===== src/logic/rcr_pkg.sv =====
// Package for the receiver configuration register bank
// Functional notes
// - One channel enabled: choice bit picks AM/PM
// - Both enabled, manual: choice bit feeds framing
// - Demod bit: peak or mixer; fast rate forces mixer
// - Lowpass and zero fields drive filter stages
// - Defaults at reset and set-default command
// - No CRC after REQA, WUPA, anticollision
// - Low-power receive bit enables low-power receive
// - Split bit routes inputs one/two to AM/PM
// - LF input bit flags LF signal present
// - AGC enable gates AGC; mode picks window
// - AGC algorithm bit: preset or reset based
// - Squelch starts 18.88 us after Tx, stops at timer
// - Mixer clock: transmit output or internal; single forces internal
// - AM first gain: 0 full, 1-6 cut, 7 boost
// - PM first gain uses same encoding
// - Clip bit clips stage outputs to 0.6 V
// - Peer gain force sets -6 dB, widest window
package rcr_pkg;
    localparam logic [7:0] RCR_OFS_CHAN_FILT = 8'h0a;
    localparam logic [7:0] RCR_OFS_AGC_INPUT = 8'h0b;
    localparam logic [7:0] RCR_OFS_FIRST_GAIN = 8'h0c;
    localparam logic [7:0] RCR_RST_CHAN_FILT = 8'h00;
    localparam logic [7:0] RCR_RST_AGC_INPUT = 8'h1a;
    localparam logic [7:0] RCR_RST_FIRST_GAIN = 8'hd8;
    localparam int RCR_CLK_MHZ = 100;
    localparam int RCR_SQUELCH_DLY_NS = 18880;
    localparam int RCR_SQUELCH_DLY_CYC = (RCR_SQUELCH_DLY_NS * RCR_CLK_MHZ + 999) / 1000;
    localparam logic [11:0] RCR_SQUELCH_CNT = 12'(RCR_SQUELCH_DLY_CYC);

    typedef struct packed {
        logic       channel_choice;
        logic       am_demod_mixer;
        logic [2:0] lowpass_ctl;
        logic       zero_sel_a;
        logic       zero_sel_b;
        logic       zero_sel_c;
    } rcr_chan_filt_t;

    typedef struct packed {
        logic receive_low_power;
        logic low_freq_split;
        logic low_freq_input_on;
        logic agc_enable;
        logic agc_whole_period;
        logic agc_reset_alg;
        logic squelch_auto;
        logic phase_mixer_clock_src;
    } rcr_agc_input_t;

    typedef struct packed {
        logic [2:0] am_first_gain;
        logic [2:0] pm_first_gain;
        logic       clip_enable;
        logic       peer_gain_force;
    } rcr_first_gain_t;

    typedef enum logic [1:0] {
        RCR_BUS_IDLE = 2'b00,
        RCR_BUS_ACK  = 2'b01
    } rcr_bus_st_t;
endpackage : rcr_pkg


===== src/logic/rcr_regs.sv =====
// Receiver configuration registers with Avalon-MM slave and derived controls
`timescale 1ns/1ps
module rcr_regs (
    input  wire logic        i_core_clk,
    input  wire logic        i_nrst,
    input  wire logic [7:0]  i_avs_address,
    input  wire logic        i_avs_read,
    input  wire logic        i_avs_write,
    input  wire logic [31:0] i_avs_writedata,
    input  wire logic [3:0]  i_avs_byteenable,
    output logic [31:0]      o_avs_readdata,
    output logic             o_avs_waitrequest,
    output logic [1:0]       o_avs_response,
    input  wire logic        i_set_default,
    input  wire logic        i_am_rx_enable,
    input  wire logic        i_pm_rx_enable,
    input  wire logic        i_manual_chan,
    input  wire logic        i_very_high_bit_rate,
    input  wire logic        i_single_ended,
    input  wire logic        i_tx_reqa,
    input  wire logic        i_tx_wupa,
    input  wire logic        i_anticoll_on,
    input  wire logic        i_tx_end,
    input  wire logic        i_mask_timer_expired,
    input  wire logic        i_subcarrier_pulse,
    input  wire logic        i_rx_active,
    input  wire logic        i_rx_frame_end,
    output logic             o_am_channel_on,
    output logic             o_pm_channel_on,
    output logic             o_framing_from_pm,
    output logic             o_am_demod_mixer,
    output logic [2:0]       o_lowpass_ctl,
    output logic [2:0]       o_zero_sel,
    output logic             o_rx_no_crc,
    output logic             o_receive_low_power,
    output logic             o_am_from_input_one,
    output logic             o_pm_from_input_two,
    output logic             o_lf_present,
    output logic             o_agc_run,
    output logic             o_agc_reset_alg,
    output logic             o_squelch_on,
    output logic             o_mixer_clk_internal,
    output logic [2:0]       o_am_first_gain,
    output logic [2:0]       o_pm_first_gain,
    output logic             o_clip_enable,
    output logic             o_peer_gain_force
);
    rcr_pkg::rcr_chan_filt_t  chan_filt_r;
    rcr_pkg::rcr_agc_input_t  agc_input_r;
    rcr_pkg::rcr_first_gain_t first_gain_r;
    rcr_pkg::rcr_bus_st_t     bus_st_r;
    logic [11:0]              sq_cnt_r;
    logic                     sq_wait_r;
    logic [3:0]               agc_pulse_r;
    logic                     no_crc_r;
    logic                     hit_cf;
    logic                     hit_ai;
    logic                     hit_fg;
    logic                     take;
    logic                     wr_lo;

    always_comb
    begin
        hit_cf = (i_avs_address == rcr_pkg::RCR_OFS_CHAN_FILT);
        hit_ai = (i_avs_address == rcr_pkg::RCR_OFS_AGC_INPUT);
        hit_fg = (i_avs_address == rcr_pkg::RCR_OFS_FIRST_GAIN);
    end

    // One wait state per access; answer registered in the ack state
    assign take = (bus_st_r == rcr_pkg::RCR_BUS_ACK);
    assign o_avs_waitrequest = (i_avs_read | i_avs_write) & ~take;
    assign wr_lo = take & i_avs_write & i_avs_byteenable[0];

    always_ff @(posedge i_core_clk or negedge i_nrst)
    begin
        if (!i_nrst)
            bus_st_r <= rcr_pkg::RCR_BUS_IDLE;
        else
        begin
            case (bus_st_r)
                rcr_pkg::RCR_BUS_IDLE:
                    if (i_avs_read | i_avs_write)
                        bus_st_r <= rcr_pkg::RCR_BUS_ACK;
                rcr_pkg::RCR_BUS_ACK:
                    bus_st_r <= rcr_pkg::RCR_BUS_IDLE;
                default:
                    bus_st_r <= rcr_pkg::RCR_BUS_IDLE;
            endcase
        end
    end

    // Read path has no side effect; data captured on entry, held through ack
    always_ff @(posedge i_core_clk or negedge i_nrst)
    begin
        if (!i_nrst)
        begin
            o_avs_readdata <= 32'h0000_0000;
            o_avs_response <= 2'b00;
        end
        else if (!take)
        begin
            o_avs_readdata <= 32'h0000_0000;
            o_avs_response <= 2'b00;
            if (hit_cf)
                o_avs_readdata <= {24'h00_0000, chan_filt_r};
            else if (hit_ai)
                o_avs_readdata <= {24'h00_0000, agc_input_r};
            else if (hit_fg)
                o_avs_readdata <= {24'h00_0000, first_gain_r};
            else
                o_avs_response <= 2'b10;
        end
    end

    // Set-default overrides a same-cycle write
    always_ff @(posedge i_core_clk or negedge i_nrst)
    begin
        if (!i_nrst)
            chan_filt_r <= rcr_pkg::RCR_RST_CHAN_FILT;
        else if (i_set_default)
            chan_filt_r <= rcr_pkg::RCR_RST_CHAN_FILT;
        else if (wr_lo && hit_cf)
            chan_filt_r <= i_avs_writedata[7:0];
    end

    always_ff @(posedge i_core_clk or negedge i_nrst)
    begin
        if (!i_nrst)
            agc_input_r <= rcr_pkg::RCR_RST_AGC_INPUT;
        else if (i_set_default)
            agc_input_r <= rcr_pkg::RCR_RST_AGC_INPUT;
        else if (wr_lo && hit_ai)
            agc_input_r <= i_avs_writedata[7:0];
    end

    // First-stage gain, clip and peer gain force
    always_ff @(posedge i_core_clk or negedge i_nrst)
    begin
        if (!i_nrst)
            first_gain_r <= rcr_pkg::RCR_RST_FIRST_GAIN;
        else if (i_set_default)
            first_gain_r <= rcr_pkg::RCR_RST_FIRST_GAIN;
        else if (wr_lo && hit_fg)
            first_gain_r <= i_avs_writedata[7:0];
    end

    // Channel enables and framing source
    always_ff @(posedge i_core_clk or negedge i_nrst)
    begin
        if (!i_nrst)
        begin
            o_am_channel_on   <= 1'b0;
            o_pm_channel_on   <= 1'b0;
            o_framing_from_pm <= 1'b0;
        end
        else if (i_am_rx_enable ^ i_pm_rx_enable)
        begin
            o_am_channel_on   <= ~chan_filt_r.channel_choice;
            o_pm_channel_on   <= chan_filt_r.channel_choice;
            o_framing_from_pm <= chan_filt_r.channel_choice;
        end
        else if (i_am_rx_enable && i_pm_rx_enable)
        begin
            o_am_channel_on <= 1'b1;
            o_pm_channel_on <= 1'b1;
            if (i_manual_chan)
                o_framing_from_pm <= chan_filt_r.channel_choice;
        end
        else
        begin
            o_am_channel_on <= 1'b0;
            o_pm_channel_on <= 1'b0;
        end
    end

    // Static analog controls registered to keep outputs glitch free
    always_ff @(posedge i_core_clk or negedge i_nrst)
    begin
        if (!i_nrst)
        begin
            o_am_demod_mixer     <= 1'b0;
            o_lowpass_ctl        <= 3'h0;
            o_zero_sel           <= 3'h0;
            o_receive_low_power  <= 1'b0;
            o_am_from_input_one  <= 1'b0;
            o_pm_from_input_two  <= 1'b0;
            o_lf_present         <= 1'b0;
            o_agc_reset_alg      <= 1'b0;
            o_mixer_clk_internal <= 1'b0;
            o_am_first_gain      <= 3'h0;
            o_pm_first_gain      <= 3'h0;
            o_clip_enable        <= 1'b0;
            o_peer_gain_force    <= 1'b0;
        end
        else
        begin
            o_am_demod_mixer    <= chan_filt_r.am_demod_mixer | i_very_high_bit_rate;
            o_lowpass_ctl       <= chan_filt_r.lowpass_ctl;
            o_zero_sel          <= {chan_filt_r.zero_sel_a, chan_filt_r.zero_sel_b,
                                    chan_filt_r.zero_sel_c};
            o_receive_low_power <= agc_input_r.receive_low_power;
            o_am_from_input_one <= agc_input_r.low_freq_split;
            o_pm_from_input_two <= agc_input_r.low_freq_split;
            o_lf_present        <= agc_input_r.low_freq_input_on;
            o_agc_reset_alg     <= agc_input_r.agc_reset_alg;
            o_mixer_clk_internal <= agc_input_r.phase_mixer_clock_src
                                    | i_single_ended;
            o_am_first_gain     <= first_gain_r.am_first_gain;
            o_pm_first_gain     <= first_gain_r.pm_first_gain;
            o_clip_enable       <= first_gain_r.clip_enable;
            o_peer_gain_force   <= first_gain_r.peer_gain_force;
        end
    end

    // No-CRC receive held from REQA/WUPA until frame end
    always_ff @(posedge i_core_clk or negedge i_nrst)
    begin
        if (!i_nrst)
            no_crc_r <= 1'b0;
        else if (i_tx_reqa || i_tx_wupa)
            no_crc_r <= 1'b1;
        else if (i_rx_frame_end)
            no_crc_r <= 1'b0;
    end
    assign o_rx_no_crc = no_crc_r | i_anticoll_on;

    // AGC window: first eight pulses unless whole-period mode
    always_ff @(posedge i_core_clk or negedge i_nrst)
    begin
        if (!i_nrst)
            agc_pulse_r <= 4'h0;
        else if (!i_rx_active)
            agc_pulse_r <= 4'h0;
        else if (i_subcarrier_pulse && agc_pulse_r != 4'h8)
            agc_pulse_r <= agc_pulse_r + 4'h1;
    end
    assign o_agc_run = agc_input_r.agc_enable & i_rx_active
                       & (agc_input_r.agc_whole_period | (agc_pulse_r != 4'h8));

    // Squelch delay counter; timer expiry wins over a late start
    always_ff @(posedge i_core_clk or negedge i_nrst)
    begin
        if (!i_nrst)
        begin
            sq_cnt_r     <= 12'h000;
            sq_wait_r    <= 1'b0;
            o_squelch_on <= 1'b0;
        end
        else if (i_mask_timer_expired)
        begin
            sq_wait_r    <= 1'b0;
            o_squelch_on <= 1'b0;
        end
        else if (i_tx_end && agc_input_r.squelch_auto)
        begin
            sq_cnt_r  <= rcr_pkg::RCR_SQUELCH_CNT - 12'h001;
            sq_wait_r <= 1'b1;
        end
        else if (sq_wait_r)
        begin
            if (sq_cnt_r == 12'h000)
            begin
                sq_wait_r    <= 1'b0;
                o_squelch_on <= 1'b1;
            end
            else
                sq_cnt_r <= sq_cnt_r - 12'h001;
        end
    end
endmodule : rcr_regs


===== config.mk =====
export PLATFORM = sky130hd
export DESIGN_NAME = rcr_regs
export DESIGN_NICKNAME = d
export VERILOG_FILES = /design/src/logic/rcr_pkg.sv /design/src/logic/rcr_regs.sv
export SDC_FILE = /design/constraint.sdc
export NUM_CORES = 1
export LEC_CHECK = 0
export BUFFER_PORTS_ARGS = -buffer_cell sky130_fd_sc_hd__buf_2
export CORE_ASPECT_RATIO = 0.8
export CORE_MARGIN = 1.5
export CORE_UTILIZATION = 35
export DETAILED_ROUTE_END_ITERATION = 10
export PLACE_DENSITY = 0.59
export SLEW_MARGIN = 20
export SYNTH_ARGS = -nofsm -noshare
export SYNTH_HDL_FRONTEND = slang
export SYNTH_SLANG_ARGS = --single-unit
export TNS_END_PERCENT = 5

===== constraint.sdc =====
create_clock -name i_core_clk -period 4.4 [get_ports i_core_clk]
set_input_delay 0.44 -clock i_core_clk [delete_from_list [all_inputs] [get_ports i_core_clk]]
set_output_delay 0.44 -clock i_core_clk [all_outputs]
set_load 0.03 [all_outputs]

# After elaboration in Yosys (flattened, before gate mapping)
# Cells that the tools add are included.
dict set report classes {
  add_sub_neg 2
  n_eq_ne 9
  n_mux 35
  bitwise 14
  n_reduce_logical 21
}
# operator count
set ops {}
lappend ops {{8-bit two-way mux} 9}
lappend ops {{12-bit two-way mux} 3}
lappend ops {{8-bit by 4-bit == test with 1-bit output (second input constant)} 3}
lappend ops {{2-bit nonzero test} 9}
lappend ops {{1-bit two-way mux} 16}
lappend ops {{12-bit zero test} 1}
lappend ops {{12-bit by 1-bit subtractor with 12-bit output (second input constant)} 1}
lappend ops {{2-bit two-way mux} 5}
lappend ops {{4-bit two-way mux} 2}
lappend ops {{1-bit logical AND} 6}
lappend ops {{2-bit inequality test (second input constant)} 3}
lappend ops {{3-bit AND reduction} 2}
lappend ops {{1-bit AND} 5}
lappend ops {{1-bit OR} 5}
lappend ops {{4-bit by 1-bit adder with 4-bit output (second input constant)} 1}
lappend ops {{4-bit inequality test (second input constant)} 1}
lappend ops {{1-bit NOT} 3}
lappend ops {{2-bit by 1-bit == test with 1-bit output (second input constant)} 1}
lappend ops {{2-bit zero test} 1}
lappend ops {{2-bit by 1-bit inequality test with 1-bit output (second input constant)} 1}
lappend ops {{2-bit AND reduction} 1}
lappend ops {{1-bit logical OR} 1}
lappend ops {{1-bit bitwise XOR} 1}
dict set report word_totals {
  regBits 102
  input_bits 62
  output_inout_bits 62
  elab_cells 122
}

# Logic depth before layout (Yosys ltp)
# Gate-level depths: netlist (run 1).
dict set report logic_depth {
  depth_word 6
  mapped_depth 6
  ltp_nobuf 6
}

# Worst setup path after synthesis (run 1)
# OpenSTA, ideal clock, no wires.
dict set report synth_timing {
  path_kind {input-to-reg}
  startpoint {in i_avs_address[5]}
  endpoint {reg agc_input_r[2] (netlist bit)}
  arrival_ns 1.937
  t_required_ns 4.268
  setup_slack_ns 2.332
  cell_stages 6
  path_buffers 2
  cell_sequence {or4_4 buf_6 nor4_1 buf_4 mux2i_1 nor2_1}
}
dict set report synth_between {
  elab_chain_cells 3
}
# element line
set synth_rtl {}
lappend synth_rtl {{from (decl)} rcr_regs.sv:6} ;# input wire logic [7:0] i_avs_address,
lappend synth_rtl {{8-bit by 4-bit == test with 1-bit output} rcr_regs.sv:65} ;# hit_ai = (i_avs_address == rcr_pkg::RCR_OFS_AGC_INPUT);
lappend synth_rtl {{1-bit logical AND} rcr_regs.sv:132} ;# else if (wr_lo && hit_ai)
lappend synth_rtl {{2-bit nonzero test (no source line)} n/a}
lappend synth_rtl {{to (signal assigned)} rcr_regs.sv:129} ;# agc_input_r <= rcr_pkg::RCR_RST_AGC_INPUT;
lappend synth_rtl {{to (signal assigned)} rcr_regs.sv:131} ;# agc_input_r <= rcr_pkg::RCR_RST_AGC_INPUT;
lappend synth_rtl {{to (signal assigned)} rcr_regs.sv:133} ;# agc_input_r <= i_avs_writedata[7:0];
lappend synth_rtl {{to (decl)} rcr_regs.sv:49} ;# rcr_pkg::rcr_agc_input_t agc_input_r;
# No other way between the ends.
# A chain may end at the register's enable or synchronous reset.

# Worst setup path in the final report (run 1)
dict set report layout_timing {
  startpoint {reg bus_st_r[0]}
  endpoint {reg chan_filt_r[7] (netlist bit)}
}
dict set report layout_between {
  elab_chain_cells 5
}
# element line
set layout_rtl {}
lappend layout_rtl {{from (decl)} rcr_regs.sv:51} ;# rcr_pkg::rcr_bus_st_t bus_st_r;
lappend layout_rtl {{from (signal assigned)} rcr_regs.sv:77} ;# bus_st_r <= rcr_pkg::RCR_BUS_IDLE;
lappend layout_rtl {{from (signal assigned)} rcr_regs.sv:83} ;# bus_st_r <= rcr_pkg::RCR_BUS_ACK;
lappend layout_rtl {{from (signal assigned)} rcr_regs.sv:85} ;# bus_st_r <= rcr_pkg::RCR_BUS_IDLE;
lappend layout_rtl {{2-bit by 1-bit == test with 1-bit output} rcr_regs.sv:70} ;# assign take = (bus_st_r == rcr_pkg::RCR_BUS_ACK);
lappend layout_rtl {{1-bit AND (2 in a row)} rcr_regs.sv:72} ;# assign wr_lo = take & i_avs_write & i_avs_byteenable[0];
lappend layout_rtl {{1-bit logical AND} rcr_regs.sv:122} ;# else if (wr_lo && hit_cf)
lappend layout_rtl {{2-bit nonzero test (no source line)} n/a}
lappend layout_rtl {{to (signal assigned)} rcr_regs.sv:119} ;# chan_filt_r <= rcr_pkg::RCR_RST_CHAN_FILT;
lappend layout_rtl {{to (signal assigned)} rcr_regs.sv:121} ;# chan_filt_r <= rcr_pkg::RCR_RST_CHAN_FILT;
lappend layout_rtl {{to (signal assigned)} rcr_regs.sv:123} ;# chan_filt_r <= i_avs_writedata[7:0];
lappend layout_rtl {{to (decl)} rcr_regs.sv:48} ;# rcr_pkg::rcr_chan_filt_t chan_filt_r;
# No other way between the ends.

==> results of run 1 <==
state kept, by name (all words and copies together) (netlist names), 3 cells and up:
register	flops
o_lowpass_ctl	3
o_zero_sel	3
o_avs_readdata	8
agc_pulse_r	4
chan_filt_r	8
o_pm_first_gain	3
agc_input_r	8
first_gain_r	8
o_am_first_gain	3
sq_cnt_r	12
kinds of logic after synthesis:
group	count (synthesis)	share of synthesized area [%]
fa+ha+maj	6	2.134
simple gates	93	14.98
other cells	1	0.1066
mux	31	9.214
xor+xnor	3	0.7472
flops	76	54.32
buf+inv	52	8.680
compound gates	52	9.819
final timing paths:
kind / startpoint / end / slack (ns)
hold reg to reg: first_gain_r[3] / o_pm_first_gain[1] / 0.40
hold / removal: i_nrst / o_squelch_on / 0.26
max in group asynchronous: i_nrst / agc_input_r[5] / 3.53
setup / recovery: bus_st_r[0] / chan_filt_r[7] / 1.97
min in group i_core_clk: i_very_high_bit_rate / o_am_demod_mixer / 0.30
setup reg to reg: bus_st_r[0] / chan_filt_r[7] / 1.97
routing by layer:
| metal | wire [um] | share of wire [%] |
|---|---|---|
| met1 | 3587 | 48 |
| met3 | 254 | 3.4 |
| met2 | 3526 | 47 |
| met4 | 152 | 2.0 |
| met5 | 0 | 0 |
stage by stage:
step / std cells / utilization [%] / hold slack, ns / instance area (um^2)
2_1_floorplan: 338 / - / 0.1444 / 3607
3_3_place_gp: 511 / 40.38 / 0.3845 / 3913
3_5_place_dp: 511 / 40.38 / 0.3865 / 3913
4_1_cts: 527 / 43.48 / 0.2884 / 4213
5_1_grt: 527 / 43.48 / 0.2872 / 4213
6_report: 527 / 43.48 / 0.2605 / 4213
power breakdown:
part	leakage (nW)	internal (mW)	total (mW)	switching, mW
sequential	0.942	0.722	0.747	0.0244
combinational	0.847	0.0559	0.183	0.127
clock	0.150	0.442	0.732	0.290
critical path: cells and delay by family (launching register included):
kind          cells  cell delay, ns
simple gates      3            1.22
mux               1            0.27
flops             1            0.80
synthesized netlist by cell type (all sizes together):
cell type	instances	area, um^2
nand3b	2	15.01
o311a	1	10.01
nand4bb	2	22.52
buf	29	219.0
or4	8	67.56
conb	1	3.750
inv	17	63.81
nor4bb	1	10.01
clkbuf	6	22.52
nor3	8	45.04
nand2	5	18.77
nor4	4	40.04
nor2	37	138.9
a21bo	1	10.01
nand2b	3	18.77
a221oi	7	61.31
or3	2	12.51
a211oi	4	30.03
and3	1	6.260
mux2i	20	200.2
and4	2	17.52
a211o	6	52.55
nor2b	5	31.28
a22o	1	8.760
mux2	11	123.9
ha	6	75.07
nand4	2	12.51
o22ai	1	6.260
a21oi	18	90.09
and2	5	31.28
xnor2	3	26.28
nand3	1	5.000
o31ai	1	7.510
dfrtp	69	1727
o21ai	7	35.03
o211ai	2	15.01
dfstp	7	183.9
a31oi	3	18.77
or2	4	25.02
nand4b	1	8.760
final cells by class:
class | count | area share, %
multi-input cells | 210 | 33.29
clock inverters | 7 | 1.782
clock buffers | 9 | 5.346
inverters | 17 | 1.515
flip-flops and latches | 76 | 45.35
repair buffers | 72 | 8.672
well taps | 136 | 4.039
==> key figures, run 1 <==
Timing
  – RSZ-0062 raised after global routing: false
  – Fmax: 411.1 MHz
  – Slew Viols, Final: 0
  – Worst-margin pin slew: 0.9483 ns
  – Slew headroom: 36.43%
  – Setup-failing EPs final: 0
  – Setup TNS: 0 ns
  – Clk_skew: 0.005417 ns
  – Hold Vio Cnt, Final: 0
  – PnR worst setup slack: 1.967 ns
  – Period minus WS final: 2.433 ns
  – Fin crit share: 55.28%

Floorplanning
  – Die X: 115.1 um
  – Core area: 9689 um^2
  – Starting Density: 36.30%
  – Io pins: 124
  – Die ar.: 10,660 um^2
  – Row count: 32
  – Die Y: 92.66 um

Final layout
  – FILL cells: 947
  – Synthesis-to-layout area growth: 19.78%
  – Commonest non-fill, non-tap cell in the layout: buf_2
  – Number of antenna diodes: 0
  – Area of the multi-input gates: 1403 um^2
  – FF+latch area: 1911 um^2
  – Most frequent cells in the layout: 70 x buf_2, 69 x dfrtp_1, 37 x nor2_1
  – Nets: 454
  – Share of post-route cells with drive strength above 1: 29.92%

CTS
  – Hold_buf cts: 0
  – Clk sink count: 76
  – Num CTS Buffers: 9
  – CTS tree: yes
  – Root Buffer: clkbuf_16
  – Reg clk slew, reported paths: 0.06 ns
  – Htree depth: 3
  – CTS Buffer Depth: 2
  – Post-cts sizing count: 0
  – Clk Latency, worst-skew pair: 0.32 ns
  – Post-CTS Setup Bufs: 0

Routing
  – Routed wire per std cell: 14.27 um
  – Vias: 2,513
  – DRT Pass-1 Iters: 4
  – Routed Antenna Nets: 0
  – Initial drt markers: 95
  – Final wirelength: 7520 um
  – Drt via density: 4.769
  – Post-route DRC: 0

Synth
  – Synth Cell Area: 3517 um^2
  – Synth warnings: 0
  – Post-Syn Instances: 314
  – Synthesis-stage register bit count: 76
  – Yosys cell types: 45
  – Post-synthesis sequential area ratio: 54.32%
  – Syn Area/Cell: 11.20 um^2

Worst setup path
  – CP Class: reg2reg
  – Max Fanout on Critical Path: 21
  – CP arrival: 2.62 ns
  – Critical Path RT: 4.59 ns
  – Slowest CP cell: nor4_4
  – Worst-path cell chain: nand3_1, nor4_4, mux2i_1, nor2_1
  – CP max stage delay: 0.82 ns
  – CP Capture Type: flip-flop
  – R2R depth: 4
  – Setup crit start kind: flip-flop

Pwr
  – LEAKAGE: 1.938 nW
  – Pwr dens: 394.4 nW/um^2
  – Power Total: 1.662 mW
  – VDD IR max: 0.1998 mV

GRT
  – Grt total ovfl: 0
  – GR Layer Usage met3: 2.880%
  – Met1 usage: 20.34%
  – Pin count of the biggest net entering global routing: 77
  – Grt peak-use layer: met2
  – GR Layer Usage met2: 23.46%
  – First-pass GRT wire length: 12,210 um
  – Initial antenna violation count: 0
  – Number of global-route vias before repair: 2,429
  – Total Routing Usage GR: 14.93%

Run
  – Max-cap viol count: 0

Outcome
  – Outcome: completed

Placed design
  – Placer Congestion: 0.8027
  – Final HPWL DP: 5157 um
  – Pre-CTS WS: 1.978 ns
  – IO buf count: 71

Worst hold path
  – Worst hold path class: in2async
Note: power is estimated with default switching activity, not from simulation.
==> run 2: changes to the inputs <==
==> constraint.sdc (replaced) <==
create_clock -name i_core_clk -period 2.35 [get_ports i_core_clk]
set_input_delay 0.235 -clock i_core_clk [delete_from_list [all_inputs] [get_ports i_core_clk]]
set_output_delay 0.235 -clock i_core_clk [all_outputs]
set_load 0.03 [all_outputs]
==> run 2 against run 1 <==
Against the previous run:
- final cell count rose by 1.3%
- critical path depth did not move
- clock power rose by 99%
- hold slack got worse by 0.17 ns
- clock skew rose by 0.0026 ns
- critical path type unchanged
==> key figures, run 2 (synthesis results as in run 1) <==
GRT
  – Grt total ovfl: 0 (unchanged)
  – Number of global-route vias before repair: 2,508 (was 2,429)
  – Total Routing Usage GR: 15.10% (was 14.93%)
  – Pin count of the biggest net entering global routing: 40 (was 77)
  – First-pass GRT wire length: 12,330 um (was 12,210 um)
  – Initial antenna violation count: 0 (unchanged)

CTS
  – Post-CTS Setup Bufs: 0 (unchanged)
  – CTS Buffer Depth: 2 (unchanged)
  – Htree depth: 3 (unchanged)
  – Num CTS Buffers: 9 (unchanged)
  – Clk Latency, worst-skew pair: 0.34 ns (was 0.32 ns)
  – Root Buffer: clkbuf_16 (unchanged)
  – Clk sink count: 76 (unchanged)
  – CTS tree: yes (unchanged)
  – Reg clk slew, reported paths: 0.06 ns (about the same)
  – Post-cts sizing count: 0 (unchanged)

Floorplanning
  – Die X: 115.1 um (unchanged)
  – Io pins: 124 (unchanged)
  – Core area: 9689 um^2 (unchanged)
  – Die ar.: 10,660 um^2 (unchanged)
  – Die Y: 92.66 um (unchanged)
  – Row count: 32 (unchanged)
  – Starting Density: 36.30% (unchanged)

Final layout
  – Most frequent cells in the layout: 70 x buf_2, 69 x dfrtp_1, 37 x nor2_1 (unchanged)
  – Share of post-route cells with drive strength above 1: 30.65% (was 29.92%)
  – Nets: 461 (was 454)
  – Biggest register: sq_cnt_r (unchanged)
  – FILL cells: 978 (was 947)
  – Number of antenna diodes: 0 (unchanged)
  – Largest register FFs: 12 (unchanged)
  – Commonest non-fill, non-tap cell in the layout: buf_2 (unchanged)
  – Fin cells: 534 (was 527)
  – Synthesis-to-layout area growth: 22.23% (was 19.78%)

Worst setup path
  – Worst-path cell chain: or4_1, nor3_2, a211oi_1, mux2_2 (was nand3_1, nor4_4, mux2i_1, nor2_1)
  – CP max stage delay: 0.59 ns (was 0.82 ns)
  – Critical Path RT: 2.57 ns (was 4.59 ns)
  – Slowest CP cell: or4_1 (was nor4_4)
  – CP Capture Type: flip-flop (unchanged)
  – CP arrival: 2.26 ns (was 2.62 ns)
  – CP Class: reg2reg (unchanged)
  – Setup crit start kind: flip-flop (unchanged)
  – Max Fanout on Critical Path: 7 (was 21)

Routing
  – DRT Pass-1 Iters: 4 (unchanged)
  – Drt via density: 4.680 (was 4.769)
  – Routed wire per std cell: 14.07 um (was 14.27 um)
  – Vias: 2,499 (was 2,513)
  – Post-route DRC: 0 (unchanged)
  – Routed Antenna Nets: 0 (unchanged)
  – Final wirelength: 7514 um (was 7520 um)
  – Initial drt markers: 75 (was 95)

Timing
  – Worst-margin pin slew: 0.5754 ns (was 0.9483 ns)
  – Slew headroom: 61.34% (was 36.43%)
  – Fmax: 490.2 MHz (was 411.1 MHz)
  – Clk_skew: 0.007988 ns (was 0.005417 ns)
  – Hold Vio Cnt, Final: 0 (unchanged)
  – Period minus WS final: 2.040 ns (was 2.433 ns)
  – Fin crit share: 86.80% (was 55.28%)
  – Setup-failing EPs final: 0 (unchanged)
  – RSZ-0062 raised after global routing: false (unchanged)
  – Setup TNS: 0 ns (unchanged)
  – Slew Viols, Final: 0 (unchanged)

Placed design
  – Placed Cells: 517 (was 511)
  – IO buf count: 71 (unchanged)
  – Placer Congestion: 0.8334 (was 0.8027)
  – Final HPWL DP: 5269 um (was 5157 um)

Outcome
  – Outcome: completed (unchanged)

Pwr
  – VDD IR max: 0.4229 mV (was 0.1998 mV)
  – LEAKAGE: 1.981 nW (was 1.938 nW)
  – Pwr dens: 747.6 nW/um^2 (was 394.4 nW/um^2)

Run
  – Max-cap viol count: 0 (unchanged)

Worst hold path
  – Worst hold path class: in2reg (was in2async)
## run 2: cell count changes in the layout (fill, tap and decap cells not counted)
cell	previous run	this run
buf_4	2	7
clkinv_4	3	2
buf_12	0	1
clkinvlp_4	0	1
clkbuf_1	0	1
clkinv_2	2	1
inv_6	1	0
dlygate4sd3_1	0	1
bufinv_16	1	2
## run 2: cell type report
cell class                      count  area, um^2  area share [%]
Clock buffer                       10       229.0           5.326
Clock inverter                      6       90.09           2.095
Timing Repair Buffer               79       432.9           10.07
Tap cell                          136       170.2           3.958
Inverter                           17       63.81           1.484
Multi-Input combinational cell    210        1403           32.63
Sequential cell                    76        1911           44.44
## run 2: metrics by stage
stage | hold slack [ns] | instance area, um^2 | power [mW] | utilization [%] | worst slack (ns)
after floorplan | -0.06059 | 3607 | 1.672 | - | 0.4519
after global placement | 0.2590 | 3970 | 1.766 | 40.97 | 0.3542
after detailed placement | 0.2586 | 3970 | 1.777 | 40.97 | 0.3355
after CTS | 0.06910 | 4299 | 3.268 | 44.37 | 0.3299
after global routing | 0.07986 | 4299 | 3.356 | 44.37 | 0.1923
final | 0.08560 | 4299 | 3.214 | 44.37 | 0.3101
## run 2: path summary, 6_finish.rpt
kind                                start                   end  slack, ns  cells past startpoint
min reg2reg                agc_input_r[2]       o_agc_reset_alg       0.39                      0
max in group asynchronous          i_nrst       first_gain_r[6]       1.29                      3
min                        i_single_ended  o_mixer_clk_internal       0.09                      2
max                           sq_cnt_r[8]           sq_cnt_r[1]       0.31                      4
max reg2reg                   sq_cnt_r[8]           sq_cnt_r[1]       0.31                      4
min in group asynchronous          i_nrst          o_squelch_on       0.41                      2
## run 2: worst max-delay path: cells and delay by family, from the launching register on
family	cells	cell delay, ns
flip-flops	1	0.42
AND/OR/NAND/NOR	2	0.98
AO/OA/AOI/OAI	1	0.23
multiplexers	1	0.31
## run 2: per-layer routing
layer | vias up | share of wire, % | GRT usage, % | wire length (um)
li1 | 1218 | - | - | -
met1 | 1213 | 47 | 19.98 | 3562
met2 | 58 | 47 | 23.56 | 3506
met3 | 10 | 4.3 | 4.254 | 320
met4 | 0 | 1.7 | 5.658 | 124
met5 | - | 0 | 0 | 0
## run 2: repair_timing
action / 4_1_cts / 5_1_grt
endpoints found under the hold margin: 33 / 0
endpoints found under the setup margin: 0 / 0
hold buffers: 1 / 0
## run 2: report_power, final
| group | total (mW) | internal [mW] | switching [mW] |
|---|---|---|---|
| clock | 1.46 | 0.931 | 0.533 |
| sequential | 1.39 | 1.35 | 0.0338 |
| combinational | 0.364 | 0.112 | 0.252 |
==> run 3: changes to the inputs <==
==> constraint.sdc (replaced) <==
create_clock -name i_core_clk -period 2.35 [get_ports i_core_clk]
set_input_delay 0.47 -clock i_core_clk [delete_from_list [all_inputs] [get_ports i_core_clk]]
set_output_delay 0.47 -clock i_core_clk [all_outputs]
set_load 0.01 [all_outputs]
==> run 3 against run 2 <==
Against the previous run:
- core utilization is essentially flat
- clock skew shrank 0.00058 ns
- first-iteration DRC count grew 20%
- flip-flop and latch count is the same
- non-clock buffer count is the same
- global-route usage shrank 0.11 points
- total power shrank 2.4%
- largest power group unchanged
- largest cell class unchanged
==> key figures, run 3 (synthesis results as in run 1) <==
Routing
  – Post-route DRC: 0 (unchanged)
  – Final wirelength: 7386 um (was 7514 um)
  – Routed Antenna Nets: 0 (unchanged)
  – Routed wire per std cell: 13.83 um (was 14.07 um)
  – DRT Pass-1 Iters: 4 (unchanged)
  – Drt via density: 4.667 (was 4.680)
  – Initial drt markers: 90 (was 75)
  – Vias: 2,492 (was 2,499)

Placed design
  – IO buf count: 71 (unchanged)
  – Final HPWL DP: 5188 um (was 5269 um)
  – Placer Congestion: 0.8056 (was 0.8334)
  – Placed Cells: 518 (was 517)
  – Pre-CTS WS: 0.2351 ns (was 0.3355 ns)

Pwr
  – VDD IR max: 0.4435 mV (was 0.4229 mV)
  – Power Total: 3.135 mW (was 3.214 mW)
  – Pwr dens: 729.5 nW/um^2 (was 747.6 nW/um^2)
  – LEAKAGE: 1.986 nW (was 1.981 nW)

Floorplanning
  – Io pins: 124 (unchanged)
  – Die ar.: 10,660 um^2 (unchanged)
  – Die Y: 92.66 um (unchanged)
  – Die X: 115.1 um (unchanged)
  – Row count: 32 (unchanged)
  – Core area: 9689 um^2 (unchanged)
  – Starting Density: 36.30% (unchanged)

CTS
  – Hold_buf cts: 0 (was 1)
  – Post-CTS Setup Bufs: 0 (unchanged)
  – Clk Latency, worst-skew pair: 0.33 ns (was 0.34 ns)
  – Num CTS Buffers: 9 (unchanged)
  – CTS tree: yes (unchanged)
  – Reg clk slew, reported paths: 0.06 ns (about the same)
  – CTS Buffer Depth: 2 (unchanged)
  – Post-cts sizing count: 0 (unchanged)
  – Htree depth: 3 (unchanged)
  – Root Buffer: clkbuf_16 (unchanged)
  – Clk sink count: 76 (unchanged)

GRT
  – Initial antenna violation count: 0 (unchanged)
  – Pin count of the biggest net entering global routing: 38 (was 40)
  – Number of global-route vias before repair: 2,461 (was 2,508)
  – First-pass GRT wire length: 12,300 um (was 12,330 um)
  – Total Routing Usage GR: 14.99% (was 15.10%)
  – Grt total ovfl: 0 (unchanged)

Timing
  – Setup-failing EPs final: 0 (unchanged)
  – PnR worst setup slack: 0.2362 ns (was 0.3101 ns)
  – Fin crit share: 89.95% (was 86.80%)
  – Period minus WS final: 2.114 ns (was 2.040 ns)
  – Clk_skew: 0.007406 ns (was 0.007988 ns)
  – Slew headroom: 60.82% (was 61.34%)
  – Hold Vio Cnt, Final: 0 (unchanged)
  – WHS: 0.01173 ns (was 0.08560 ns)
  – Worst-margin pin slew: 0.5833 ns (was 0.5754 ns)
  – Fmax: 473.1 MHz (was 490.2 MHz)
  – Setup TNS: 0 ns (unchanged)
  – Slew Viols, Final: 0 (unchanged)
  – RSZ-0062 raised after global routing: false (unchanged)

Worst setup path
  – CP Capture Type: flip-flop (unchanged)
  – Max Fanout on Critical Path: 7 (unchanged)
  – Worst r2r src: sq_cnt_r[8] (unchanged)
  – R2R depth: 4 (unchanged)
  – Worst reg-to-reg setup slack: 0.24 ns (was 0.31 ns)
  – CP Class: reg2reg (unchanged)
  – Critical Path RT: 2.57 ns (about the same)
  – Setup crit start kind: flip-flop (unchanged)
  – CP arrival: 2.33 ns (was 2.26 ns)
  – RR Endpoint: sq_cnt_r[0] (was sq_cnt_r[1])

Worst hold path
  – Worst hold path class: in2async (was in2reg)

Final layout
  – Synthesis-to-layout area growth: 22.20% (was 22.23%)
  – Share of post-route cells with drive strength above 1: 30.65% (unchanged)
  – Biggest register: sq_cnt_r (unchanged)
  – Fin cells: 534 (unchanged)
  – Commonest non-fill, non-tap cell in the layout: buf_2 (unchanged)
  – Most frequent cells in the layout: 70 x buf_2, 69 x dfrtp_1, 37 x nor2_1 (unchanged)
  – Nets: 461 (unchanged)
  – Number of antenna diodes: 0 (unchanged)
  – Largest register FFs: 12 (unchanged)

Outcome
  – Outcome: completed (unchanged)

Run
  – Max-cap viol count: 0 (unchanged)
==> run 3: cell types whose count changed in the layout (fill, tap and decap cells not counted) <==
| cell | change |
|---|---|
| clkinvlp_4 | -1 |
| buf_4 | +1 |
| dlygate4sd3_1 | -1 |
| clkinv_4 | -1 |
| clkbuf_8 | +1 |
| clkbuf_1 | +1 |
==> run 3: how the worst max path moves through the flow <==
stage / start / to / slack [ns] / cells after the start
2_1_floorplan: i_avs_address[5] / agc_input_r[2] / 0.25 / 6
3_3_place_gp: i_avs_address[5] / agc_input_r[2] / 0.27 / 6
3_5_place_dp: i_avs_address[5] / chan_filt_r[2] / 0.24 / 6
4_1_cts: sq_cnt_r[8] / sq_cnt_r[0] / 0.31 / 4
5_1_grt: sq_cnt_r[8] / sq_cnt_r[9] / 0.19 / 4
6_report: sq_cnt_r[8] / sq_cnt_r[0] / 0.24 / 4
==> run 3: where the power goes <==
part / switching [mW] / total (mW) / internal (mW)
combinational: 0.176 / 0.287 / 0.111
clock: 0.504 / 1.46 / 0.959
sequential: 0.0326 / 1.39 / 1.35
==> run 3: layout make-up <==
cell class	instances	area (um^2)
Clock buffer	12	246.5
Clock inverter	4	73.82
Fill cell	954	5391
Inverter	17	63.81
Multi-Input combinational cell	210	1403
Sequential cell	76	1911
Tap cell	136	170.2
Timing Repair Buffer	79	430.4
==> run 3: per-stage QoR <==
| step | instance area [um^2] | util [%] |
|---|---|---|
| after detailed placement | 3978 | 41.05 |
| after floorplan | 3607 | - |
| after global placement | 3978 | 41.05 |
| after global routing | 4298 | 44.36 |
| after CTS | 4298 | 44.36 |
| final | 4298 | 44.36 |
==> run 3: metal layers <==
metal	GRT usage [%]	share of wire, %	vias up
met4	6.276	1.2	0
met5	0	0	-
met1	19.87	47	1194
met2	24.06	47	71
met3	2.880	4.2	9
li1	-	-	1218
==> run 3: worst max-delay path, cell delays in order (launching register included) <==
cell	delay, ns
dfrtp_1	0.41
or4_1	0.59
nor3_2	0.43
a211oi_1	0.25
mux2_2	0.32
